## config.mk

```make
export PLATFORM = sky130hd
export DESIGN_NAME = qcsi_cs_length_baud
export DESIGN_NICKNAME = d
export VERILOG_FILES = /design/src/inc/qcsi_pkg.sv /design/src/inc/qcsi_baud_if.sv /design/src/logic/qcsi_baud_gen.sv /design/src/logic/qcsi_cs_length_baud.sv
export SDC_FILE = /design/constraint.sdc
export NUM_CORES = 1
export LEC_CHECK = 0
export ABC_AREA = 0
export BUFFER_PORTS_ARGS = -buffer_cell sky130_fd_sc_hd__buf_2
export CAP_MARGIN = 40
export CORE_UTILIZATION = 30
export DETAILED_ROUTE_END_ITERATION = 6
export GPL_TIMING_DRIVEN = 0
export PLACE_DENSITY = 0.49
export SLEW_MARGIN = 0
export SYNTH_ARGS = -nofsm -noshare
export SYNTH_HDL_FRONTEND = slang
export SYNTH_SLANG_ARGS = --single-unit
```

## constraint.sdc

```tcl
create_clock -name i_ref_clk -period 3.78 [get_ports i_ref_clk]
set_input_delay 0.756 -clock i_ref_clk [delete_from_list [all_inputs] [get_ports i_ref_clk]]
set_output_delay 0.756 -clock i_ref_clk [all_outputs]
set_load 0.005 [all_outputs]
```

## src/inc/qcsi_pkg.sv

```systemverilog
// Package: register map, field layout and constants of the serial
// clock and chip-select / length control block.
// Assumes an AXI4-Lite master with 32-bit data and word-aligned access.
package qcsi_pkg;
    localparam int ADDR_W = 4;
    localparam logic [3:0] OFF_CLOCK_CTRL = 4'h0;
    localparam logic [3:0] OFF_CS_LENGTH = 4'h4;
    localparam logic [3:0] OFF_ENABLE = 4'h8;
    localparam logic [3:0] OFF_STATUS = 4'hc;
    localparam logic [7:0] CLOCK_CTRL_RESET = 8'h00;
    localparam logic [7:0] CS_LENGTH_RESET = 8'h00;
    localparam int PRESC_LSB = 5;
    localparam int PRESC_W = 3;
    localparam int DIV_LSB = 0;
    localparam int DIV_W = 3;
    localparam int POL_LSB = 4;
    localparam int POL_W = 4;
    localparam int LEN_LSB = 0;
    localparam int LEN_W = 4;
    localparam logic [2:0] PRESC_SLAVE = 3'h7;
    localparam logic [2:0] DIV_STOP = 3'h0;
    localparam logic [3:0] LEN_SIXTEEN = 4'h0;
    localparam logic [4:0] LEN_SIXTEEN_BITS = 5'h10;
    localparam logic [4:0] LEN_BASE_BITS = 5'h08;
    localparam int ENA_TX_BIT = 0;
    localparam int ENA_RX_BIT = 1;
    localparam int ENA_CS_BIT = 2;
    localparam int PRESC_CNT_W = 6;
    localparam int DIV_CNT_W = 3;
    localparam logic [1:0] RESP_OKAY = 2'h0;
    localparam logic [1:0] RESP_SLVERR = 2'h2;
endpackage

```

## src/inc/qcsi_baud_if.sv

```systemverilog
// Interface: settings from the register file to the baud generator,
// and the generated serial clock back.
`timescale 1ns/1ps
`default_nettype none
interface qcsi_baud_if;
    logic [2:0] prescaler_select;
    logic [2:0] divider_select;
    logic sclk;
    logic sclk_tick;
    logic running;
    modport ctrl(output prescaler_select, output divider_select,
                 input sclk, input sclk_tick, input running);
    modport gen(input prescaler_select, input divider_select,
                output sclk, output sclk_tick, output running);
endinterface
`default_nettype wire

```

## src/logic/qcsi_baud_gen.sv

```systemverilog
// Baud generator: prescaler by 2^K, then divider by 2N, toggling sclk.
// Assumes settings only change while transmit and receive are disabled.
`timescale 1ns/1ps
`default_nettype none
module qcsi_baud_gen (
    input wire logic i_ref_clk, // Module clock
    input wire logic i_resetn, // Async reset, active low
    input wire logic i_ce, // Clock enable
    qcsi_baud_if.gen bif // Settings and clock out
);
    typedef struct packed {
        logic [qcsi_pkg::PRESC_CNT_W-1:0] pcnt;
        logic [qcsi_pkg::DIV_CNT_W-1:0] dcnt;
        logic sclk;
        logic tick;
        logic run;
    } state_s;
    state_s st, next_st;
    logic [qcsi_pkg::PRESC_CNT_W-1:0] pmask;
    logic master;
    logic prs_out;
    always_comb begin
        pmask = qcsi_pkg::PRESC_CNT_W'((7'h01 << bif.prescaler_select) - 7'h01);
        master = (bif.prescaler_select != qcsi_pkg::PRESC_SLAVE) &&
                 (bif.divider_select != qcsi_pkg::DIV_STOP);
        prs_out = ((st.pcnt & pmask) == pmask);
        next_st = st;
        next_st.tick = 1'b0;
        next_st.run = master;
        if (!master) begin
            next_st.pcnt = '0;
            next_st.dcnt = '0;
            next_st.sclk = 1'b0;
        end else begin
            next_st.pcnt = (st.pcnt & pmask) == pmask ? '0 : st.pcnt + 1'b1;
            if (prs_out) begin
                // Half period is N prescaler outputs: full period 2N * 2^K
                if (st.dcnt + 1'b1 >= bif.divider_select) begin
                    next_st.dcnt = '0;
                    next_st.sclk = ~st.sclk;
                    next_st.tick = 1'b1;
                end else begin
                    next_st.dcnt = st.dcnt + 1'b1;
                end
            end
        end
    end
    always_ff @(posedge i_ref_clk or negedge i_resetn) begin
        if (!i_resetn) begin
            st <= '0;
        end else if (i_ce) begin
            st <= next_st;
        end
    end
    assign bif.sclk = st.sclk;
    assign bif.sclk_tick = st.tick;
    assign bif.running = st.run;

    // Count module clocks between sclk toggles; the first toggle after a
    // settings change is skipped, the counters start out of phase there
    logic [9:0] gap;
    logic [5:0] cfg_q;
    logic settled;
    always_ff @(posedge i_ref_clk or negedge i_resetn) begin
        if (!i_resetn) begin
            gap <= '0;
            cfg_q <= '0;
            settled <= 1'b0;
        end else if (i_ce) begin
            gap <= (st.tick || !st.run) ? 10'h001 : gap + 10'h001;
            cfg_q <= {bif.prescaler_select, bif.divider_select};
            if (cfg_q != {bif.prescaler_select, bif.divider_select}) begin
                settled <= 1'b0;
            end else if (st.tick) begin
                settled <= 1'b1;
            end
        end
    end
    a_half_period: assert property (@(posedge i_ref_clk) disable iff (!i_resetn)
        (i_ce && st.tick && st.run && settled && $stable(bif.prescaler_select) &&
         $stable(bif.divider_select) && gap > 10'h001) |->
        (gap == 10'((11'h001 << bif.prescaler_select) * bif.divider_select)))
        else $error("sclk half period wrong");
    a_stop_idle: assert property (@(posedge i_ref_clk) disable iff (!i_resetn)
        (i_ce && bif.divider_select == qcsi_pkg::DIV_STOP) |=> !st.tick)
        else $error("baud generator runs while stopped");
    a_slave_idle: assert property (@(posedge i_ref_clk) disable iff (!i_resetn)
        (i_ce && bif.prescaler_select == qcsi_pkg::PRESC_SLAVE) |=> !st.sclk)
        else $error("sclk driven in slave mode");
    c_fast_clock: cover property (@(posedge i_ref_clk) disable iff (!i_resetn)
        st.tick && bif.prescaler_select == 3'h0 && bif.divider_select == 3'h1);
    c_slow_clock: cover property (@(posedge i_ref_clk) disable iff (!i_resetn)
        st.tick && bif.prescaler_select == 3'h6 && bif.divider_select == 3'h7);
endmodule // qcsi_baud_gen
`default_nettype wire

```

## src/logic/qcsi_cs_length_baud.sv

```systemverilog
// Register file over AXI4-Lite, chip-select polarity and word length,
// and the baud generator instance.
// Assumes software obeys the write restrictions while enabled.
//
// The implementer's own choices: the AXI4-Lite register port and the placing of the registers.
`timescale 1ns/1ps
`default_nettype none
module qcsi_cs_length_baud #(
    parameter int NUM_CS = 4
) (
    input wire logic i_ref_clk, // Module clock 40 MHz
    input wire logic i_resetn, // Async reset, active low
    input wire logic i_ce, // Clock enable, freezes all state
    input wire logic i_cs_select, // Chip-select request per queue logic
    input wire logic [qcsi_pkg::ADDR_W-1:0] i_awaddr, // Write address
    input wire logic i_awvalid, // Write address valid
    output logic o_awready, // Write address ready
    input wire logic [31:0] i_wdata, // Write data
    input wire logic [3:0] i_wstrb, // Write strobes
    input wire logic i_wvalid, // Write data valid
    output logic o_wready, // Write data ready
    output logic [1:0] o_bresp, // Write response
    output logic o_bvalid, // Write response valid
    input wire logic i_bready, // Write response ready
    input wire logic [qcsi_pkg::ADDR_W-1:0] i_araddr, // Read address
    input wire logic i_arvalid, // Read address valid
    output logic o_arready, // Read address ready
    output logic [31:0] o_rdata, // Read data
    output logic [1:0] o_rresp, // Read response
    output logic o_rvalid, // Read data valid
    input wire logic i_rready, // Read data ready
    output logic [NUM_CS-1:0] o_chip_select_out, // Chip-select pins
    output logic o_sclk, // Serial clock out
    output logic o_sclk_oe, // Serial clock drive enable, master mode
    output logic [4:0] o_word_length, // Word length in bits
    output logic o_transmit_enable, // Transmit enable to shifter
    output logic o_receive_enable // Receive enable to shifter
);
    typedef struct packed {
        logic [7:0] clock_phase_control;
        logic [7:0] cs_length_control;
        logic transmit_enable_bit;
        logic receive_enable_bit;
        logic cs_force;
        logic aw_got;
        logic w_got;
        logic [qcsi_pkg::ADDR_W-1:0] awaddr;
        logic [31:0] wdata;
        logic [3:0] wstrb;
        logic bvalid;
        logic [1:0] bresp;
        logic rvalid;
        logic [1:0] rresp;
        logic [31:0] rdata;
        logic [NUM_CS-1:0] cs_pins;
        logic sclk;
        logic sclk_oe;
        logic [4:0] word_len;
        logic sticky_bad_len;
    } state_s;
    state_s st, next_st;
    qcsi_baud_if bif();
    logic [3:0] len_code;
    logic [3:0] pol;
    logic wr_fire;
    logic [7:0] wr_byte;
    logic locked;

    qcsi_baud_gen u_baud (
        .i_ref_clk(i_ref_clk),
        .i_resetn(i_resetn),
        .i_ce(i_ce),
        .bif(bif)
    );
    assign bif.prescaler_select =
        st.clock_phase_control[qcsi_pkg::PRESC_LSB +: qcsi_pkg::PRESC_W];
    assign bif.divider_select =
        st.clock_phase_control[qcsi_pkg::DIV_LSB +: qcsi_pkg::DIV_W];

    always_comb begin
        next_st = st;
        wr_fire = 1'b0;
        wr_byte = st.wdata[7:0];
        locked = st.transmit_enable_bit || st.receive_enable_bit;
        if (i_awvalid && !st.aw_got && !st.bvalid) begin
            next_st.aw_got = 1'b1;
            next_st.awaddr = i_awaddr;
        end
        if (i_wvalid && !st.w_got && !st.bvalid) begin
            next_st.w_got = 1'b1;
            next_st.wdata = i_wdata;
            next_st.wstrb = i_wstrb;
        end
        if (st.aw_got && st.w_got) begin
            wr_fire = 1'b1;
            next_st.aw_got = 1'b0;
            next_st.w_got = 1'b0;
            next_st.bvalid = 1'b1;
            next_st.bresp = qcsi_pkg::RESP_OKAY;
            unique case (st.awaddr)
                qcsi_pkg::OFF_CLOCK_CTRL: begin
                    if (st.wstrb[0] && !locked) begin
                        next_st.clock_phase_control = wr_byte;
                    end
                end
                qcsi_pkg::OFF_CS_LENGTH: begin
                    if (st.wstrb[0] && !locked) begin
                        next_st.cs_length_control = wr_byte;
                    end
                end
                qcsi_pkg::OFF_ENABLE: begin
                    if (st.wstrb[0]) begin
                        next_st.transmit_enable_bit = wr_byte[qcsi_pkg::ENA_TX_BIT];
                        next_st.receive_enable_bit = wr_byte[qcsi_pkg::ENA_RX_BIT];
                        next_st.cs_force = wr_byte[qcsi_pkg::ENA_CS_BIT];
                    end
                end
                qcsi_pkg::OFF_STATUS: begin
                    if (st.wstrb[0] && wr_byte[0]) begin
                        next_st.sticky_bad_len = 1'b0;
                    end
                end
                default: begin
                    next_st.bresp = qcsi_pkg::RESP_SLVERR;
                end
            endcase
        end
        if (st.bvalid && i_bready) begin
            next_st.bvalid = 1'b0;
        end
        if (i_arvalid && !st.rvalid) begin
            next_st.rvalid = 1'b1;
            next_st.rresp = qcsi_pkg::RESP_OKAY;
            unique case (i_araddr)
                qcsi_pkg::OFF_CLOCK_CTRL: next_st.rdata = {24'h000000, st.clock_phase_control};
                qcsi_pkg::OFF_CS_LENGTH: next_st.rdata = {24'h000000, st.cs_length_control};
                qcsi_pkg::OFF_ENABLE: next_st.rdata = {29'h00000000, st.cs_force,
                    st.receive_enable_bit, st.transmit_enable_bit};
                qcsi_pkg::OFF_STATUS: next_st.rdata = {24'h000000, st.word_len,
                    bif.running, bif.sclk, st.sticky_bad_len};
                default: begin
                    next_st.rdata = 32'h00000000;
                    next_st.rresp = qcsi_pkg::RESP_SLVERR;
                end
            endcase
        end else if (st.rvalid && i_rready) begin
            next_st.rvalid = 1'b0;
        end
        len_code = next_st.cs_length_control[qcsi_pkg::LEN_LSB +: qcsi_pkg::LEN_W];
        pol = next_st.cs_length_control[qcsi_pkg::POL_LSB +: qcsi_pkg::POL_W];
        if (len_code == qcsi_pkg::LEN_SIXTEEN) begin
            next_st.word_len = qcsi_pkg::LEN_SIXTEEN_BITS;
        end else if (len_code[3]) begin
            next_st.word_len = qcsi_pkg::LEN_BASE_BITS + {2'h0, len_code[2:0]};
        end else begin
            // Prohibited code: keep 16 bits, flag it in status
            next_st.word_len = qcsi_pkg::LEN_SIXTEEN_BITS;
            next_st.sticky_bad_len = 1'b1;
        end
        // Pins follow the polarity register value at once
        for (int i = 0; i < NUM_CS; i++) begin
            next_st.cs_pins[i] = (i < qcsi_pkg::POL_W) ?
                (pol[i % qcsi_pkg::POL_W] ~^ (st.cs_force && i_cs_select)) : 1'b1;
        end
        next_st.sclk = bif.sclk;
        next_st.sclk_oe = (bif.prescaler_select != qcsi_pkg::PRESC_SLAVE);
    end
    always_ff @(posedge i_ref_clk or negedge i_resetn) begin
        if (!i_resetn) begin
            st <= '0;
            st.clock_phase_control <= qcsi_pkg::CLOCK_CTRL_RESET;
            st.cs_length_control <= qcsi_pkg::CS_LENGTH_RESET;
            st.cs_pins <= '1;
            st.word_len <= qcsi_pkg::LEN_SIXTEEN_BITS;
            st.sclk_oe <= 1'b1;
        end else if (i_ce) begin
            st <= next_st;
        end
    end
    assign o_awready = i_ce && !st.aw_got && !st.bvalid;
    assign o_wready = i_ce && !st.w_got && !st.bvalid;
    assign o_arready = i_ce && !st.rvalid;
    assign o_bvalid = st.bvalid;
    assign o_bresp = st.bresp;
    assign o_rvalid = st.rvalid;
    assign o_rresp = st.rresp;
    assign o_rdata = st.rdata;
    assign o_chip_select_out = st.cs_pins;
    assign o_sclk = st.sclk;
    assign o_sclk_oe = st.sclk_oe;
    assign o_word_length = st.word_len;
    assign o_transmit_enable = st.transmit_enable_bit;
    assign o_receive_enable = st.receive_enable_bit;

    a_cs_follow: assert property (@(posedge i_ref_clk) disable iff (!i_resetn)
        (i_ce && !st.cs_force) |=> (o_chip_select_out[0] == ~$past(pol[0])))
        else $error("chip select idle level wrong");
    a_cs_quick: assert property (@(posedge i_ref_clk) disable iff (!i_resetn)
        (i_ce && wr_fire && st.awaddr == qcsi_pkg::OFF_CS_LENGTH && st.wstrb[0] &&
         !locked && !st.cs_force) |=> (o_chip_select_out[0] == ~st.cs_length_control[4]))
        else $error("chip select not updated on write");
    a_len_sixteen: assert property (@(posedge i_ref_clk) disable iff (!i_resetn)
        (st.cs_length_control[qcsi_pkg::LEN_LSB +: qcsi_pkg::LEN_W] == qcsi_pkg::LEN_SIXTEEN) |->
        (o_word_length == qcsi_pkg::LEN_SIXTEEN_BITS))
        else $error("code zero not 16 bits");
    a_len_range: assert property (@(posedge i_ref_clk) disable iff (!i_resetn)
        (st.cs_length_control[3] && $stable(st.cs_length_control) && $past(i_ce)) |->
        (o_word_length == {1'b0, 1'b1, st.cs_length_control[2:0]}))
        else $error("word length mismatch");
    a_reg_lock: assert property (@(posedge i_ref_clk) disable iff (!i_resetn)
        (locked && $past(locked)) |-> $stable(st.cs_length_control))
        else $error("control written while enabled");
    a_reg_width: assert property (@(posedge i_ref_clk) disable iff (!i_resetn)
        (st.rvalid && $past(st.rvalid == 1'b0) && $past(i_araddr) == qcsi_pkg::OFF_CS_LENGTH)
        |-> (o_rdata[31:8] == 24'h000000))
        else $error("upper bits not zero");
    a_slave_oe: assert property (@(posedge i_ref_clk) disable iff (!i_resetn)
        (i_ce && bif.prescaler_select == qcsi_pkg::PRESC_SLAVE) |=> !o_sclk_oe)
        else $error("sclk driven in slave mode");
    a_wr_resp: assert property (@(posedge i_ref_clk) disable iff (!i_resetn)
        (i_ce && wr_fire && !st.bvalid) |=> o_bvalid)
        else $error("missing write response");
    c_write_cs: cover property (@(posedge i_ref_clk) disable iff (!i_resetn)
        wr_fire && st.awaddr == qcsi_pkg::OFF_CS_LENGTH);
    c_len_nine: cover property (@(posedge i_ref_clk) disable iff (!i_resetn)
        o_word_length == 5'h09);
    c_locked_write: cover property (@(posedge i_ref_clk) disable iff (!i_resetn)
        wr_fire && locked);
endmodule // qcsi_cs_length_baud
`default_nettype wire

```

# Yosys cells after proc, flatten, opt, wreduce, memory -nomap -nowiden
# Index checks and enable logic that the tools add are counted.
# op_classes
addsub	4
eq_ne	10
muxes	26
bitwise_logic	6
reduce_logical	45
shift	1
magnitude_cmp	1
# op_table
operator	n
8-bit one-hot mux with 4 select lines	1
2-bit AND reduction	9
1-bit logical AND	17
4-bit equality test (second input constant)	4
8-bit two-way mux	2
5-bit two-way mux	3
13-bit two-way mux	1
4-bit zero test	3
3-bit two-way mux	4
1-bit two-way mux	10
10-bit two-way mux	1
4-bit by 3-bit equality test with 1-bit output (second input constant)	2
4-bit AND reduction	2
2-bit nonzero test	4
4-bit OR reduction	2
6-bit by 1-bit adder with 6-bit output (second input constant)	1
6-bit AND	1
6-bit equality test	1
2-bit two-way mux	3
6-bit two-way mux	1
1-bit by 3-bit << shifter with 6-bit output (first input constant)	1
6-bit by 1-bit subtractor with 6-bit output (second input constant)	1
4-bit by 3-bit adder with 5-bit output (first input constant)	1
1-bit zero test	5
9 further kinds	13
# totals
in_bits	53
output_inout_bits	54
wordCells	117
reg_bits	95

# Logic depth before layout (Yosys ltp)
# logic_depth
ltp_word	9
depth_mapped	9
mapped_depth_nobuf	8

# Modules after synthesis
# A second synthesis with hierarchy kept.
# hier_totals
hier_cells	359
area_unflattened_um2	3848.7
# by_module_without_submodules
mod	cells_each	area_per_inst_um2	instances	seq_area_each_um2
qcsi_cs_length_baud	267	3000.4	1	1433.9
qcsi_baud_gen	92	848.3	1	300.3

# Worst setup path after synthesis
# Ideal clock, no wire load.
# synth_timing
path_type	register to register
startpoint	register st, in the netlist bif.prescaler_select[1]
endpoint	register u_baud.st[10] (netlist name)
synth_period_minus_slack_ns	2.148
setup_time_ns	0.126
t_arrival_ns	2.022
stages_incl_launch_ff	9
required_ns	3.654
slack_ns	1.632
n_path_buf	1
path_cell_list	dfrtp_1 -> buf_4 -> or3_1 -> ha_1 -> nor2_1 -> o21ai_0 -> o2111a_1 -> o2111a_1 -> a311o_1
# synth_between
elab_chain_cells	6
elab_cells_between_ends	8
cone_classes	add/sub (1); eq/ne (2); shift (1); mux (2); bitwise (1); reduce/logical (1)
# synth_rtl
element	line_no	text
from (decl)	qcsi_cs_length_baud.sv:61	state_s st, next_st;
from (signal assigned)	qcsi_cs_length_baud.sv:177	st <= next_st;
1-bit by 3-bit << shifter with 6-bit output	qcsi_baud_gen.sv:23	pmask = qcsi_pkg::PRESC_CNT_W'((7'h01 << bif.prescaler_select) - 7'h01);
6-bit by 1-bit subtractor with 6-bit output	qcsi_baud_gen.sv:23	
6-bit AND	qcsi_baud_gen.sv:35	next_st.pcnt = (st.pcnt & pmask) == pmask ? '0 : st.pcnt + 1'b1;
6-bit equality test	qcsi_baud_gen.sv:35	
6-bit two-way mux	qcsi_baud_gen.sv:35	
10-bit two-way mux *	qcsi_baud_gen.sv:30	if (!master) begin
to (signal assigned)	qcsi_baud_gen.sv:52	st <= next_st;
to (decl)	qcsi_baud_gen.sv:18	state_s st, next_st;
# Every way passes the cells marked *; elsewhere a longest branch is shown, timed or not.
# A chain may end at the register's enable or synchronous reset.

# Final worst setup path
# layout_timing
startpoint	input port i_ce
endpoint	output port o_arready
# layout_between
elab_chain_cells	1
# layout_rtl
element	line_no	text
from (decl)	qcsi_cs_length_baud.sv:13	input wire logic i_ce,
1-bit logical AND	qcsi_cs_length_baud.sv:182	assign o_arready = i_ce && !st.rvalid;
to (decl)	qcsi_cs_length_baud.sv:27	output logic o_arready,
# No other way between the ends.

==> flow_summary.yaml <==
status:
  outcome: "finished clean"
worst_setup_path:
  critPathMaxStageDelay_ps: 250
  cp_slowest_cell: "buf_2"
  crit_top_cell: "buf_2"
  crit_start: "i_ce"
  crit_fanout: 10
  r2r_end: "u_baud.st[10]$_DFFE_PN0P_"
  r2r_slack_ps: 1450
  worstPathRequired_ps: 3020
  start_kind: "primary input"
  critical_path_arrival_ps: 1590
  reg2reg_from: "bif.prescaler_select[0]$_DFFE_PN0P_"
  crit_chain: "buf_2, buf_2, inv_1, nor2_1, buf_2"
  path_class: "in2out"
  ff2ff_path_depth: 7
  cp-end-kind: "output port"
  endpoint: "o_arready"
routing:
  ant_nets: 0
  drtIter0Drc: 70
  wl_per_cell_um: 13.5
  drt_wl_total_um: 8250
  dr.pass1.iters: 4
  via_per_inst: 4.43
  vias: 2701
  drc: 0
layout:
  area_growth_pct: 23.9
  drive_gt1_frac: 0.403
  diodes: 0
  fin_nets: 496
timing:
  rsz0062_at_grt: "no"
  period_needed_ps: 2350
  min_period_over_period: 0.621
  tightest_slew_ps: 757
  slew_viol_final: 0
  hold_viol: 0
  tns_ps: 0
  slew_headroom: 0.492
  max_freq_mhz: 426
  setup_violations: 0
  clock_skew_ps: 6.04
die:
  core_um2: 12100
  die_y_um: 114
  dieArea_um2: 13000
  start_util: 0.311
  rows: 40
  io-pin-count: 107
  die_w_um: 114
placed_design:
  portBuffers: 53
  dp.final_hpwl_um: 6200
  place_congestion: 0.772
cts:
  post_cts_buffers: 0
  cts_buffers: 9
  hold_buffers: 0
  htree_levels: 3
  insertion_delay_ps: 330
  cts_tree: "done"
  clk_path_buf_depth: 2
  clk_pin_slew_ps: 60
  clock-sinks: 69
  cts.repair.resized: 0
  cts_root_buffer: "clkbuf_16"
grt:
  grt_max_degree: 59
  grt.total_usage: 0.135
  antenna_found_initial: 0
  grt_pass1_vias: 2510
  grt_pass1_wl_um: 13200
  grt_remaining_overflow: 0
synth:
  synth_most_common_cell: "dfrtp_1"
  ys_types: 58
  async_flop_share: 1.00
  netlist_area_um2: 3760
  synth.largest_area_cell: "dfrtp_1"
  synth_mux_area_frac: 0.149
  ys_dominant_reg_cell: "dfrtp_1"
  synth-simple-area-share: 0.117
  synth_xor_area_frac: 0.0163
  avgSynthCellArea_um2: 10.8
  synth_top_cell_area_share: 0.419
  synth_compound_area_frac: 0.121
  synth_edf_count: 0
  synthAdderAreaFrac: 0.0199
  synth.area.top_cells: "dfrtp_1 (42%), mux2_2 (10%), buf_4 (9.2%), dfstp_2 (4.2%), mux2i_1 (2.9%)"
  synthTopCellsByCount: "dfrtp_1 (63), buf_4 (46), mux2_2 (34)"
  yosysSeqAreaShare: 0.461
  syn_inst: 347
  synth_top_family_by_area: "multiplexers"
  synth_seq_cells: 69
  yosys_warnings: 0
pwr:
  power_density_nw_per_um2: 667
  leakage_nw: 2.30
  peakVddDrop_v: 0.000286
  total_power_mw: 3.11
worst_hold_path:
  min_path_type: "in2async"
flow_run:
  maxCapViolCount: 0
==> routing by layer <==
layer	up-vias	global-route usage	wire length [um]
met3	5	0.0313	368
met1	1276	0.187	4040
met4	0	0.0390	62
li1	1349	-	-
met2	71	0.210	3780
met5	-	0	0
==> logic make-up (layout without fill, tap and decap cells) <==
kind of cell / after synthesis / after routing
AND/OR/NAND/NOR: 87 / 87
flip-flops: 69 / 69
buffers and inverters: 66 / 136
AO/OA/AOI/OAI: 63 / 63
multiplexers: 48 / 48
XOR/XNOR: 7 / 7
adder cells (fa/ha/maj): 6 / 6
other: 1 / 26
==> layout by cell type (no fill, tap or decap), types with 4 or more instances in the layout <==
| cell | n |
|---|---|
| buf_4 | 47 |
| nor2_1 | 25 |
| nand2_1 | 19 |
| dfrtp_1 | 63 |
| xor2_1 | 6 |
| nor3_1 | 4 |
| clkbuf_1 | 6 |
| buf_2 | 58 |
| dfstp_2 | 6 |
| clkbuf_16 | 9 |
| ha_1 | 6 |
| a21oi_1 | 12 |
| o21ai_0 | 13 |
| inv_1 | 7 |
| mux2_2 | 34 |
| nor2b_1 | 5 |
| nand3_1 | 10 |
| a22o_1 | 10 |
| conb_1 | 26 |
| mux2i_1 | 11 |
| a31oi_1 | 4 |
==> worst max-delay path: cells and delay by family <==
family | cells | cell delay, ps
buffers and inverters | 4 | 690
and+or+nand+nor | 1 | 140
==> layout make-up <==
type / count / area, um2
inverter: 7 / 26.3
tap: 168 / 210
multi-input combinational: 237 / 1690
buffer: 59 / 409
timing repair buffer: 54 / 295
clock inverter: 6 / 72.6
fill: 1271 / 7450
clock buffer: 10 / 229
sequential: 69 / 1730
==> report_power, final <==
group / leakage, nW / switching [mW] / total (mW) / internal [mW]
sequential: 0.884 / 0.246 / 1.24 / 0.992
clock: 0.143 / 0.329 / 0.845 / 0.516
combinational: 1.27 / 0.494 / 1.03 / 0.534
total: 2.30 / 1.07 / 3.11 / 2.04
==> metrics by stage <==
| stage | area, um2 | utilization | instances | setup WS, ps | hold WS, ps |
|---|---|---|---|---|---|
| final | 4670 | 0.385 | 610 | 1430 | 267 |
| after global placement | 4330 | 0.358 | 593 | 1260 | 477 |
| after floorplan | 3860 | - | 372 | 1630 | 451 |
| after detailed placement | 4360 | 0.360 | 594 | 1270 | 482 |
| after CTS | 4670 | 0.385 | 610 | 1420 | 262 |
| after global routing | 4670 | 0.385 | 610 | 1250 | 264 |
==> registers in the layout, indices dropped and copies added, names as in the netlist, 3 cells and up <==
| register | count |
|---|---|
| st | 27 |
| u_baud.st | 9 |
| o_rdata | 8 |
| o_word_length | 5 |
| o_chip_select_out | 4 |
| bif.divider_select | 3 |
| bif.prescaler_select | 3 |
==> worst min path at each step <==
stage                           start                            to  slack, ps
3_5_place_dp   o_bresp[1]$_DFFE_PN0P_        o_bresp[1]$_DFFE_PN0P_        480
6_report                     i_resetn  o_word_length[3]$_DFFE_PN0P_        270
5_1_grt                      i_resetn  o_word_length[2]$_DFFE_PN0P_        260
4_1_cts                      i_resetn  o_word_length[3]$_DFFE_PN0P_        260
3_3_place_gp   o_bresp[1]$_DFFE_PN0P_        o_bresp[1]$_DFFE_PN0P_        480
2_1_floorplan  o_bresp[1]$_DFFE_PN0P_        o_bresp[1]$_DFFE_PN0P_        450
No activity file was read; power rests on OpenSTA's default activity.
